<file path="config.mk">
export PLATFORM = sky130hd
export DESIGN_NAME = mot_timer
export DESIGN_NICKNAME = d
export VERILOG_FILES = /design/src/core/mot_pkg.sv /design/src/core/mot_timer.sv /design/src/core/mot_prescaler.sv
export SDC_FILE = /design/constraint.sdc
export NUM_CORES = 1
export LEC_CHECK = 0
export BUFFER_PORTS_ARGS = -buffer_cell sky130_fd_sc_hd__buf_2
export CAP_MARGIN = 20
export CORE_ASPECT_RATIO = 0.8
export CORE_UTILIZATION = 51
export DETAILED_ROUTE_END_ITERATION = 10
export PLACE_DENSITY = 0.75
export SLEW_MARGIN = 20
export SYNTH_ARGS = -nofsm -noshare
export SYNTH_HDL_FRONTEND = slang
export SYNTH_SLANG_ARGS = --single-unit
export TNS_END_PERCENT = 1
</file>
<file path="constraint.sdc">
create_clock -name clk -period 2 [get_ports clk]
set_input_delay 0.1 -clock clk [delete_from_list [all_inputs] [get_ports clk]]
set_output_delay 0.1 -clock clk [all_outputs]
set_load 0.05 [all_outputs]
</file>
<file path="src/core/mot_pkg.sv">
// Package holding register map, field layout and reset values of the modulo timer
package mot_pkg;
    // Register indices on the plain register port
    localparam logic [1:0] ADDR_STATUS_CONTROL = 2'h0; // overflow_status_control
    localparam logic [1:0] ADDR_CLOCK_CONFIG   = 2'h1; // clock_source_config
    localparam logic [1:0] ADDR_COUNT_VALUE    = 2'h2; // current_count_value
    localparam logic [1:0] ADDR_MODULO_VALUE   = 2'h3; // modulo_limit_value
    // Status and control bit positions
    localparam int BIT_FLAG  = 7;
    localparam int BIT_IRQEN = 6;
    localparam int BIT_CLEAR = 5;
    localparam int BIT_HALT  = 4;
    // Clock register field positions
    localparam int CLOCK_SOURCE_SELECT_LSB = 4;
    localparam int PS_LSB   = 0;
    // Reset values and the largest prescale code
    localparam logic [7:0] RST_COUNT   = 8'h00;
    localparam logic [7:0] RST_MODULO  = 8'h00;
    localparam logic [3:0] RST_PS      = 4'h0;
    localparam logic [3:0] PS_MAX_CODE = 4'h8; // Divide by 256
    // Clock source encodings
    typedef enum logic [1:0] {
        MOT_SRC_BUS  = 2'h0,
        MOT_SRC_FIX  = 2'h1,
        MOT_SRC_FALL = 2'h2,
        MOT_SRC_RISE = 2'h3
    } mot_src_e;
    // Register port request bundle
    typedef struct packed {
        logic [1:0] addr;
        logic [7:0] wdata;
        logic       wr;
        logic       rd;
    } mot_req_s;
endpackage : mot_pkg

</file>
<file path="src/core/mot_timer.sv">
// Modulo timer: 8-bit counter, clock select, prescaler, overflow flag and registers
//
// Our own choices: the placing of the registers and the strobed register port.
`timescale 1ns/1ps
// Overview of operation
// - Gate bit cleared by reset, unclocks block
// - Eight-bit up-counter, free or modulo limited
// - Source: bus, fixed clock, pin edges
// - Prescale ratios one through 256
// - Keeps counting in wait mode
// - Inactive in every stop mode
// - Deep stop wake restores reset state
// - Light stop interrupt exit keeps state
// - Debug mode suspends counting, resumes later
// - External pin synchronised before edge detect
// - Exactly four eight-bit registers
// - Bit 7 read-only overflow flag
// - Flag clears by read then zero write
// - Counter clear or modulo write clears flag
// - Bit 6 interrupt enable gates request
// - Bit 5 write-only counter clear
// - Bit 4 halt, set by reset
// - Bits 3 to 0 read zero
// - Source codes; change keeps count
// - Codes above 1000 act as 256
// - Match rolls to zero, sets flag
// - Count read-only, reset to zero
module mot_timer import mot_pkg::*; #(
    parameter int DIV_BITS = 8           // Prescaler stages
) (
    input  wire logic       clk,
    input  wire logic       srst,
    input  wire logic       clockGate,   // peripheral_clock_gate_reg bit
    input  wire logic       fixedTick,   // fixed_freq_clock one-cycle edge
    input  wire logic       extClockIn,  // ext_timer_clock_in pin
    input  wire logic       stopMode,    // Any stop mode active
    input  wire logic       deepStopWake, // Wake from deep_stop_mode pulse
    input  wire logic       debugActive, // Background debug active
    input  wire logic [1:0] addr,
    input  wire logic [7:0] wdata,
    input  wire logic       wr,
    input  wire logic       rd,
    output logic      [7:0] rdata,
    output logic            irq
);
    mot_req_s   req;             // Bundled register request
    logic [7:0] count;           // current_count_value
    logic [7:0] moduloValue;     // modulo_limit_value
    logic       overflowFlag;    // Overflow status
    logic       irqEnable;       // Interrupt enable
    logic       counterHalt;     // Halt control
    logic [1:0] clockSourceSelect;
    logic [3:0] prescaleSelect;
    logic       flagArmed;       // Status read seen with flag set
    logic       extSync1;        // First synchroniser stage
    logic       extSync2;        // Second synchroniser stage
    logic       extPrev;         // Edge detector history
    logic       srcTick;         // Selected source event
    logic       cntTick;         // Prescaled counter event
    logic       running;         // Counter allowed to advance
    logic       localRst;        // Reset or deep stop wake
    logic       clearReq;        // Counter clear write
    logic       modWrite;        // Modulo write
    logic       rollover;        // Wrap this cycle
    logic       flagZeroWrite;   // Write of zero to the flag bit
    logic       gatedWr;         // Write seen only when clocked
    logic       gatedRd;         // Read seen only when clocked

    // One compare for the clear, modulo write and flag zero write decodes; the read and control cases compare addr directly
    // Takes the bundled request to keep address and strobes together
    function automatic logic hitReg(input mot_req_s r, input logic [1:0] a);
        hitReg = (r.addr == a);
    endfunction : hitReg

    assign req = '{addr: addr, wdata: wdata, wr: wr, rd: rd};

    // Block answers only while its clock gate is open
    assign gatedWr  = req.wr && clockGate;
    assign gatedRd  = req.rd && clockGate;
    // Deep stop wake resets the timer state; synchroniser, edge history and read data follow srst only
    assign localRst = srst || deepStopWake;
    assign clearReq = gatedWr && hitReg(req, ADDR_STATUS_CONTROL) && req.wdata[BIT_CLEAR];
    assign modWrite = gatedWr && hitReg(req, ADDR_MODULO_VALUE);
    assign flagZeroWrite = gatedWr && hitReg(req, ADDR_STATUS_CONTROL) && !req.wdata[BIT_FLAG];

    // Stop only freezes and keeps every register, so a light stop left by interrupt resumes
    // Running needs gate open, not halted, not in stop or debug
    assign running = clockGate && !counterHalt && !stopMode && !debugActive;

    // Two-flop synchroniser for the pin
    always_ff @(posedge clk) begin
        if (srst) begin
            extSync1 <= 1'b0;
            extSync2 <= 1'b0;
        end else begin
            extSync1 <= extClockIn;
            extSync2 <= extSync1;
        end
    end

    // Edge history taken from the second stage only
    always_ff @(posedge clk) begin
        if (srst) begin
            extPrev <= 1'b0;
        end else begin
            extPrev <= extSync2;
        end
    end

    // Source selection
    always_comb begin
        case (mot_src_e'(clockSourceSelect))
            MOT_SRC_BUS:  srcTick = 1'b1;
            MOT_SRC_FIX:  srcTick = fixedTick;
            MOT_SRC_FALL: srcTick = extPrev && !extSync2;
            MOT_SRC_RISE: srcTick = !extPrev && extSync2;
            default:      srcTick = 1'b1;
        endcase
    end

    // Prescaler divides the selected source
    mot_prescaler #(
        .DIV_BITS       (DIV_BITS)
    ) u_prescaler (
        .clk            (clk),
        .srst           (localRst),
        .run            (running),
        .srcTick        (srcTick),
        .prescaleSelect (prescaleSelect),
        .tick           (cntTick)
    );

    // Wrap when count meets a nonzero modulo or reaches the top
    assign rollover = cntTick && (((moduloValue != RST_MODULO) && (count == moduloValue)) ||
                                  (count == 8'hff));

    // Counter; clears win over ticks, writes to count ignored
    always_ff @(posedge clk) begin
        if (localRst) begin
            count <= RST_COUNT;
        end else if (clearReq || modWrite) begin
            count <= RST_COUNT;
        end else if (rollover) begin
            count <= RST_COUNT;
        end else if (cntTick) begin
            count <= count + 8'h01;
        end
    end

    // Control fields; source and prescale changes leave count alone
    always_ff @(posedge clk) begin
        if (localRst) begin
            irqEnable         <= 1'b0;
            counterHalt       <= 1'b1;
            clockSourceSelect <= MOT_SRC_BUS;
            prescaleSelect    <= RST_PS;
            moduloValue       <= RST_MODULO;
        end else if (gatedWr) begin
            case (req.addr)
                ADDR_STATUS_CONTROL: begin
                    irqEnable   <= req.wdata[BIT_IRQEN];
                    counterHalt <= req.wdata[BIT_HALT];
                end
                ADDR_CLOCK_CONFIG: begin
                    clockSourceSelect <= req.wdata[CLOCK_SOURCE_SELECT_LSB +: 2];
                    prescaleSelect    <= req.wdata[PS_LSB +: 4];
                end
                ADDR_MODULO_VALUE: begin
                    moduloValue <= req.wdata;
                end
                default: begin
                    // Count register is read-only
                end
            endcase
        end
    end

    // Arm the clear when status read sees the flag; a new wrap disarms
    always_ff @(posedge clk) begin
        if (localRst) begin
            flagArmed <= 1'b0;
        end else if (rollover) begin
            flagArmed <= 1'b0;
        end else if (gatedRd && (req.addr == ADDR_STATUS_CONTROL) && overflowFlag) begin
            flagArmed <= 1'b1;
        end else if (gatedWr && (req.addr == ADDR_STATUS_CONTROL)) begin
            flagArmed <= 1'b0;
        end
    end

    // Overflow flag: set wins over every clear
    always_ff @(posedge clk) begin
        if (localRst) begin
            overflowFlag <= 1'b0;
        end else if (rollover) begin
            overflowFlag <= 1'b1;
        end else if (clearReq || modWrite) begin
            overflowFlag <= 1'b0;
        end else if (flagZeroWrite && flagArmed) begin
            overflowFlag <= 1'b0;
        end
    end

    // Interrupt level follows flag and enable, also in wait mode
    assign irq = overflowFlag && irqEnable;

    // Read data registered one cycle after the strobe
    always_ff @(posedge clk) begin
        if (srst) begin
            rdata <= 8'h00;
        end else if (gatedRd) begin
            case (req.addr)
                ADDR_STATUS_CONTROL: rdata <= {overflowFlag, irqEnable, 1'b0, counterHalt, 4'h0};
                ADDR_CLOCK_CONFIG:   rdata <= {2'h0, clockSourceSelect, prescaleSelect};
                ADDR_COUNT_VALUE:    rdata <= count;
                ADDR_MODULO_VALUE:   rdata <= moduloValue;
                default:             rdata <= 8'h00;
            endcase
        end else begin
            rdata <= 8'h00;
        end
    end

    // Flag sets exactly on wrap and wrap lands on zero
    chk_wrap_sets_flag: assert property (@(posedge clk) disable iff (localRst)
        rollover && !clearReq && !modWrite |=> overflowFlag && (count == RST_COUNT))
        else $error("wrap did not set flag or zero count");

    chk_clear_kills_flag: assert property (@(posedge clk) disable iff (localRst)
        (clearReq || modWrite) && !rollover |=> !overflowFlag && (count == RST_COUNT))
        else $error("clear or modulo write left flag or count");

    chk_halt_freezes: assert property (@(posedge clk) disable iff (localRst)
        counterHalt && !clearReq && !modWrite |=> $stable(count))
        else $error("count moved while halted");

    chk_stop_freezes: assert property (@(posedge clk) disable iff (localRst)
        (stopMode || debugActive) && !clearReq && !modWrite |=> $stable(count))
        else $error("count moved in stop or debug");

    chk_irq_follows: assert property (@(posedge clk) disable iff (localRst)
        rollover && irqEnable && !(gatedWr && hitReg(req, ADDR_STATUS_CONTROL)) |=> irq)
        else $error("wrap with enable set raised no interrupt");

    chk_no_lone_clear: assert property (@(posedge clk) disable iff (localRst)
        overflowFlag && !flagArmed && !clearReq && !modWrite |=> overflowFlag)
        else $error("flag cleared without prior read");

    chk_status_reads: assert property (@(posedge clk) disable iff (srst)
        gatedRd && (req.addr == ADDR_STATUS_CONTROL) |=> (rdata[3:0] == 4'h0) && !rdata[BIT_CLEAR])
        else $error("unused status bits read nonzero");

    chk_modulo_limit: assert property (@(posedge clk) disable iff (localRst)
        (moduloValue != RST_MODULO) && (count <= moduloValue) && !modWrite |=> count <= moduloValue)
        else $error("count passed modulo value");

    chk_gate_blocks: assert property (@(posedge clk) disable iff (localRst)
        !clockGate |=> $stable(count))
        else $error("count moved with gate closed");

    // Every counted tick short of a wrap moves the count by exactly one
    chk_count_steps: assert property (@(posedge clk) disable iff (localRst)
        cntTick && !rollover && !clearReq && !modWrite |=> count == $past(count) + 8'h01)
        else $error("count did not step by one on a tick");

    // Without a tick or a clear the count holds
    chk_idle_holds: assert property (@(posedge clk) disable iff (localRst)
        !cntTick && !clearReq && !modWrite |=> $stable(count))
        else $error("count moved without a tick");

    // Modulo of zero runs through the top value
    chk_free_wrap: assert property (@(posedge clk) disable iff (localRst)
        cntTick && (moduloValue == RST_MODULO) && (count == 8'hff) && !clearReq && !modWrite
        |=> (count == RST_COUNT) && overflowFlag)
        else $error("free run did not wrap at the top");

    // Read data is zero outside the answer cycle
    chk_rdata_idle: assert property (@(posedge clk) disable iff (srst)
        !gatedRd |=> rdata == 8'h00)
        else $error("read data nonzero without a read");

    // Count reads return the value at the strobe
    chk_count_reads: assert property (@(posedge clk) disable iff (srst)
        gatedRd && hitReg(req, ADDR_COUNT_VALUE) |=> rdata == $past(count))
        else $error("count read returned a wrong value");

    // Clock register reads: top bits zero, fields in place
    chk_clock_reads: assert property (@(posedge clk) disable iff (srst)
        gatedRd && hitReg(req, ADDR_CLOCK_CONFIG) |=>
        rdata == {2'h0, $past(clockSourceSelect), $past(prescaleSelect)})
        else $error("clock register read wrong");

    // Closed gate leaves modulo value, interrupt enable and halt alone
    chk_gate_no_write: assert property (@(posedge clk) disable iff (localRst)
        !clockGate |=> $stable(moduloValue) && $stable(irqEnable) && $stable(counterHalt))
        else $error("control changed with gate closed");

    // Modulo write loads the written value
    chk_mod_loads: assert property (@(posedge clk) disable iff (localRst)
        modWrite |=> moduloValue == $past(wdata))
        else $error("modulo write did not load");

    // Any reset or deep stop wake returns the timer to its reset state
    chk_reset_values: assert property (@(posedge clk)
        localRst |=> counterHalt && !irqEnable && !overflowFlag && (count == RST_COUNT) &&
        (moduloValue == RST_MODULO))
        else $error("timer state not at reset values");

    // A rising pin edge is counted only after both synchroniser stages
    chk_sync_depth: assert property (@(posedge clk) disable iff (srst)
        (clockSourceSelect == MOT_SRC_RISE) && srcTick |-> $past(extSync1) && !$past(extSync2))
        else $error("pin edge counted before synchronising");

    // Arming needs a status read
    chk_arm_needs_read: assert property (@(posedge clk) disable iff (localRst)
        !flagArmed && !(gatedRd && hitReg(req, ADDR_STATUS_CONTROL)) |=> !flagArmed)
        else $error("clear armed without a status read");

    // Armed zero write clears the flag unless a wrap lands
    chk_two_step: assert property (@(posedge clk) disable iff (localRst)
        flagArmed && flagZeroWrite && !rollover |=> !overflowFlag)
        else $error("armed zero write left the flag set");

    // Divide by one passes every enabled source event
    chk_div_one: assert property (@(posedge clk) disable iff (localRst)
        (prescaleSelect == RST_PS) |-> (cntTick == (running && srcTick)))
        else $error("divide by one dropped a tick");

    // Clock field writes never touch the count
    chk_src_keeps: assert property (@(posedge clk) disable iff (localRst)
        gatedWr && hitReg(req, ADDR_CLOCK_CONFIG) && !cntTick |=> $stable(count))
        else $error("clock write changed the count");

    // No wrap in stop, so no new flag is set in stop; a flag set before stop still drives irq
    chk_stop_no_wrap: assert property (@(posedge clk) disable iff (localRst)
        stopMode |-> !rollover)
        else $error("wrap while in stop mode");

    // Debug suspends counting, so no wrap either
    chk_debug_no_wrap: assert property (@(posedge clk) disable iff (localRst)
        debugActive |-> !rollover)
        else $error("wrap while in debug");

    // Main scenarios reached by the bench
    cov_rollover: cover property (@(posedge clk) rollover && (moduloValue != RST_MODULO));
    cov_free_wrap: cover property (@(posedge clk) rollover && (moduloValue == RST_MODULO));
    cov_two_step: cover property (@(posedge clk) flagArmed && flagZeroWrite);
    cov_ext_edge: cover property (@(posedge clk) cntTick && clockSourceSelect[1]);
    cov_stop_wake: cover property (@(posedge clk) deepStopWake && (moduloValue != RST_MODULO));
endmodule : mot_timer

</file>
<file path="src/core/mot_prescaler.sv">
// Prescaler that divides source ticks by a power of two
`timescale 1ns/1ps
module mot_prescaler import mot_pkg::*; #(
    parameter int DIV_BITS = 8             // Prescaler stages
) (
    input  wire logic       clk,
    input  wire logic       srst,
    input  wire logic       run,           // Advance allowed
    input  wire logic       srcTick,       // One-cycle source event
    input  wire logic [3:0] prescaleSelect, // Ratio code
    output logic            tick           // One-cycle output event
);
    logic [DIV_BITS-1:0] divCount; // Free divider chain

    // Saturate unused codes to the largest ratio
    function automatic logic [3:0] clampCode(input logic [3:0] c);
        clampCode = (c > PS_MAX_CODE) ? PS_MAX_CODE : c;
    endfunction : clampCode

    // Divider advances only on counted source edges; held while halted
    always_ff @(posedge clk) begin
        if (srst) begin
            divCount <= '0;
        end else if (run && srcTick) begin
            divCount <= divCount + 1'b1;
        end
    end

    // Tick when all low bits selected by the code are ones
    always_comb begin
        logic [DIV_BITS-1:0] mask;
        mask = '0;
        for (int i = 0; i < DIV_BITS; i++) begin
            if (i < int'(clampCode(prescaleSelect))) begin
                mask[i] = 1'b1;
            end
        end
        tick = run && srcTick && ((divCount & mask) == mask);
    end
endmodule : mot_prescaler

</file>
==> summary.txt <==
STA
  • Unrepaired setup endpoints after global routing: true
  • Final hold viol count: 0
  • Final min period: between 1.5 and 2 ns
  • Relative slew slack: a little under two thirds
  • Final period util: 98.2%
  • Worst-margin pin slew: 0.547 ns
  • Worst Slack Setup Final: approximately 0.035 ns
  • FMAX: approximately 510 MHz
  • Setup Skew: 0.00444 ns
  • Final setup vio count: 0
  • Final Max Slew Viols: 0
  • Hold WS: between 0.03 and 0.04 ns

Synth
  • Synth Area in XOR/XNOR: 5.56%
  • Multiplexer share of the synthesized area: around 8.1%
  • Ys async rst share: 0%
  • Syn_nets: approximately 260
  • Sequential element share of the synthesized area: approximately two fifths
  • Post-synthesis adder-cell area fraction: approximately 1.1%
  • YS warnings: 0
  • Top post-synthesis cells by area: dfxtp_1 (41%), xor2_1 (5.6%), mux2i_1 (5.0%)
  • Number of synthesized flops with an enable pin: 0
  • Top_reg_cell synth: dfxtp_1
  • Synth cell types: 48
  • Synth cell count leaders: dfxtp_1 (45), nor2_1 (29), nand2_1 (22), xor2_1 (14), a21oi_1 (12)
  • Cell count after synthesis: about 240
  • Dominant cell type by area after synthesis: dfxtp_1
  • Synthesis-stage register bit count: 45
  • Post-Syn Area per Cell: approximately 9.1 um2
  • Yosys top cell area share: about 41%
  • Count leader, synth: dfxtp_1
  • Simple-Gate Fraction of Synth Area: a little under a quarter
  • Largest family of logic cells by synthesized area: simple AND/OR/NAND/NOR gates
  • Compound-Gate Fraction of Synth Area: 18.6%
  • Mapped Area: about 2200 um2

Layout
  • Design Area, Final: about 2700 um2
  • Final-stage net count: between 300 and 400
  • Synth-to-layout area growth: 21.6%
  • Proportion of layout cells with a drive suffix above 1: about 28%
  • Non-filler cells, final: between 300 and 400
  • Diodes inserted: 0
  • Filler instances: 343

Floorplanning
  • Number of I/O pins: 29
  • Initial Util: a little under three fifths
  • Core area: just under 4000 um2
  • DIE HEIGHT: ~60 um
  • Total die area: roughly 4600 um2
  • Die Span X: 75.5 um
  • Row count: 20

Drt
  • First-pass DRT Iterations: 4
  • Via-per-instance ratio: 5.80
  • Highest metal used: met4
  • Met2 WL: between 2000 and 2500 um
  • Routed vias: ~2000
  • 1st-iter DRT viols: roughly 140
  • Post-route ant nets: 0
  • Met3 Routed Length: roughly 250 um
  • WL/cell: about 16 um
  • Routed Wire Length: between 5000 and 6000 um
  • Number of remaining DRC errors: 0
  • Wl on met1: 2820 um

Global routing
  • Vias in the first global route: ~1800
  • All-Layer GR Usage: about 25%
  • Initial antenna violation count: 0
  • First-pass GRT wire length: 8660 um
  • Largest net degree at the start of global routing: 25
  • GRT overflow: 0

Worst setup path
  • Worst Setup SP: prescaleSelect[1]$_SDFFE_PP0P_
  • Critical path endpoint category: register
  • Reg2reg end: count[4]$_SDFFE_PP0P_
  • Worst r2r path cells: 5
  • Reg-to-Reg Start: prescaleSelect[1]$_SDFFE_PP0P_
  • Critical path class: reg -> reg
  • Worst endpoint required time: between 2 and 2.5 ns
  • Crit start category: register
  • Worst Path Arrival: 2.17 ns
  • Setup slack, reg-to-reg: 0.04 ns
  • Crit-path max FO: 8

Hold path
  • Worst hold-check path type: in -> reg
  • Worst min-delay path startpoint: extClockIn
  • Min-Delay Endpoint: extSync1$_SDFF_PP0_
  • Cell count of the worst hold path: 2

Power
  • Worst ir drop on vdd: 501 uV
  • PwrDens: around 600 nW/um2
  • Pleak: about 0.0011 uW

CTS
  • CTS tree: yes
  • CTS sink count: 45
  • Clk root buf: clkbuf_8
  • Clock Path Buffers: 2
  • CTS Buf Count: 5
  • Count of hold-fix buffers inserted at cts: 0
  • Clock insertion delay at the later pin of the skew report: between 0.2 and 0.3 ns
  • CTS clk-pin slew, worst paths: 0.08 ns
  • H-tree depth: 2

Placed design
  • DP Cell Count: about 340
  • Detailed placement HPWL: roughly 3900 um
  • Worst slack at placement: -0.0287 ns
  • Dpl cell area: 2530 um2
  • Final Wtd Congestion: about 0.82
  • I/O Buffers: 28

Job
  • Max-Cap Viols: 0

Status
  • Status: completed
worst max-delay path, stage by stage, from the launching register on:
cell and delay [ns]:
dfxtp_2 0.36, nor4_2 0.27, o22ai_1 0.11, a221o_2 0.38, or4_4 0.51, a211oi_2 0.23
where the power goes:
part	total (uW)	internal, uW	switching [uW]
clock network	558	274	284
logic	113	43.6	69.1
registers	905	900	4.58
registers in the layout, indices dropped and copies added, names as in the netlist:
signal	count
count	8
moduloValue	8
rdata	8
u_prescaler.divCount	8
prescaleSelect	4
clockSourceSelect	2
counterHalt	1
extPrev	1
extSync1	1
extSync2	1
flagArmed	1
irqEnable	1
overflowFlag	1
timing repair:
| item | CTS | global route |
|---|---|---|
| resized for setup | 0 | 14 |
| setup endpoints to repair | 7 | 10 |
| setup buffers | 1 | 0 |
| cloned | 1 | 0 |
| pin swaps | 2 | 2 |
per-layer routing:
metal / up-vias / GRT usage, %
met4: 0 / 6.08
met2: 47 / 38.9
met5: - / 0
met1: 959 / 36.9
li1: 992 / -
met3: 4 / 4.98
layout make-up:
class / instances / area, um2 / share of cell area (%)
Sequential cell: 45 / 905 / 33.7
Clock buffer: 7 / 86.3 / 3.22
Timing Repair Buffer: 50 / 305 / 11.4
Tap cell: 55 / 68.8 / 2.57
Multi-Input combinational cell: 185 / 1310 / 48.7
Inverter: 3 / 11.3 / 0.420
worst max-delay path by stage:
stage,slack (ns),end,cells past startpoint
final,0.04,count[4]$_SDFFE_PP0P_,5
after global routing,-0.04,count[4]$_SDFFE_PP0P_,5
after CTS,0.007,count[7]$_SDFFE_PP0P_,5
after detailed placement,-0.03,count[7]$_SDFFE_PP0P_,5
after global placement,0.06,count[6]$_SDFFE_PP0P_,5
after floorplan,0.04,count[6]$_SDFFE_PP0P_,6
kinds of logic (layout without fill, tap and decap cells):
group | after synthesis | after routing
compound gates | 55 | 56
xor+xnor | 14 | 14
fa+ha+maj | 2 | 2
buf+inv | 13 | 60
flops | 45 | 45
mux | 16 | 16
simple gates | 97 | 97
through the flow:
stage                     util, %  power [uW]  TNS, ns
after global placement       63.5        1030        0
after floorplan                 -         990        0
after global routing         67.4        1630   -0.245
after CTS                    66.1        1590        0
after detailed placement     63.5        1030  -0.0401
final                        67.4        1580        0
placed cells by master (no fill, tap or decap), types with 4 or more instances in the layout:
master,count
mux2i_1,11
a21oi_1,12
or4_1,4
nor2b_1,7
clkbuf_8,6
a22oi_1,5
nand4_1,6
xor2_1,14
mux2_2,4
and2_1,4
o2111ai_1,6
o31ai_1,8
buf_4,22
dfxtp_1,42
nor2_1,29
buf_2,28
nand2_1,22
a211oi_2,5
Note: power is estimated with default switching activity, not from simulation.
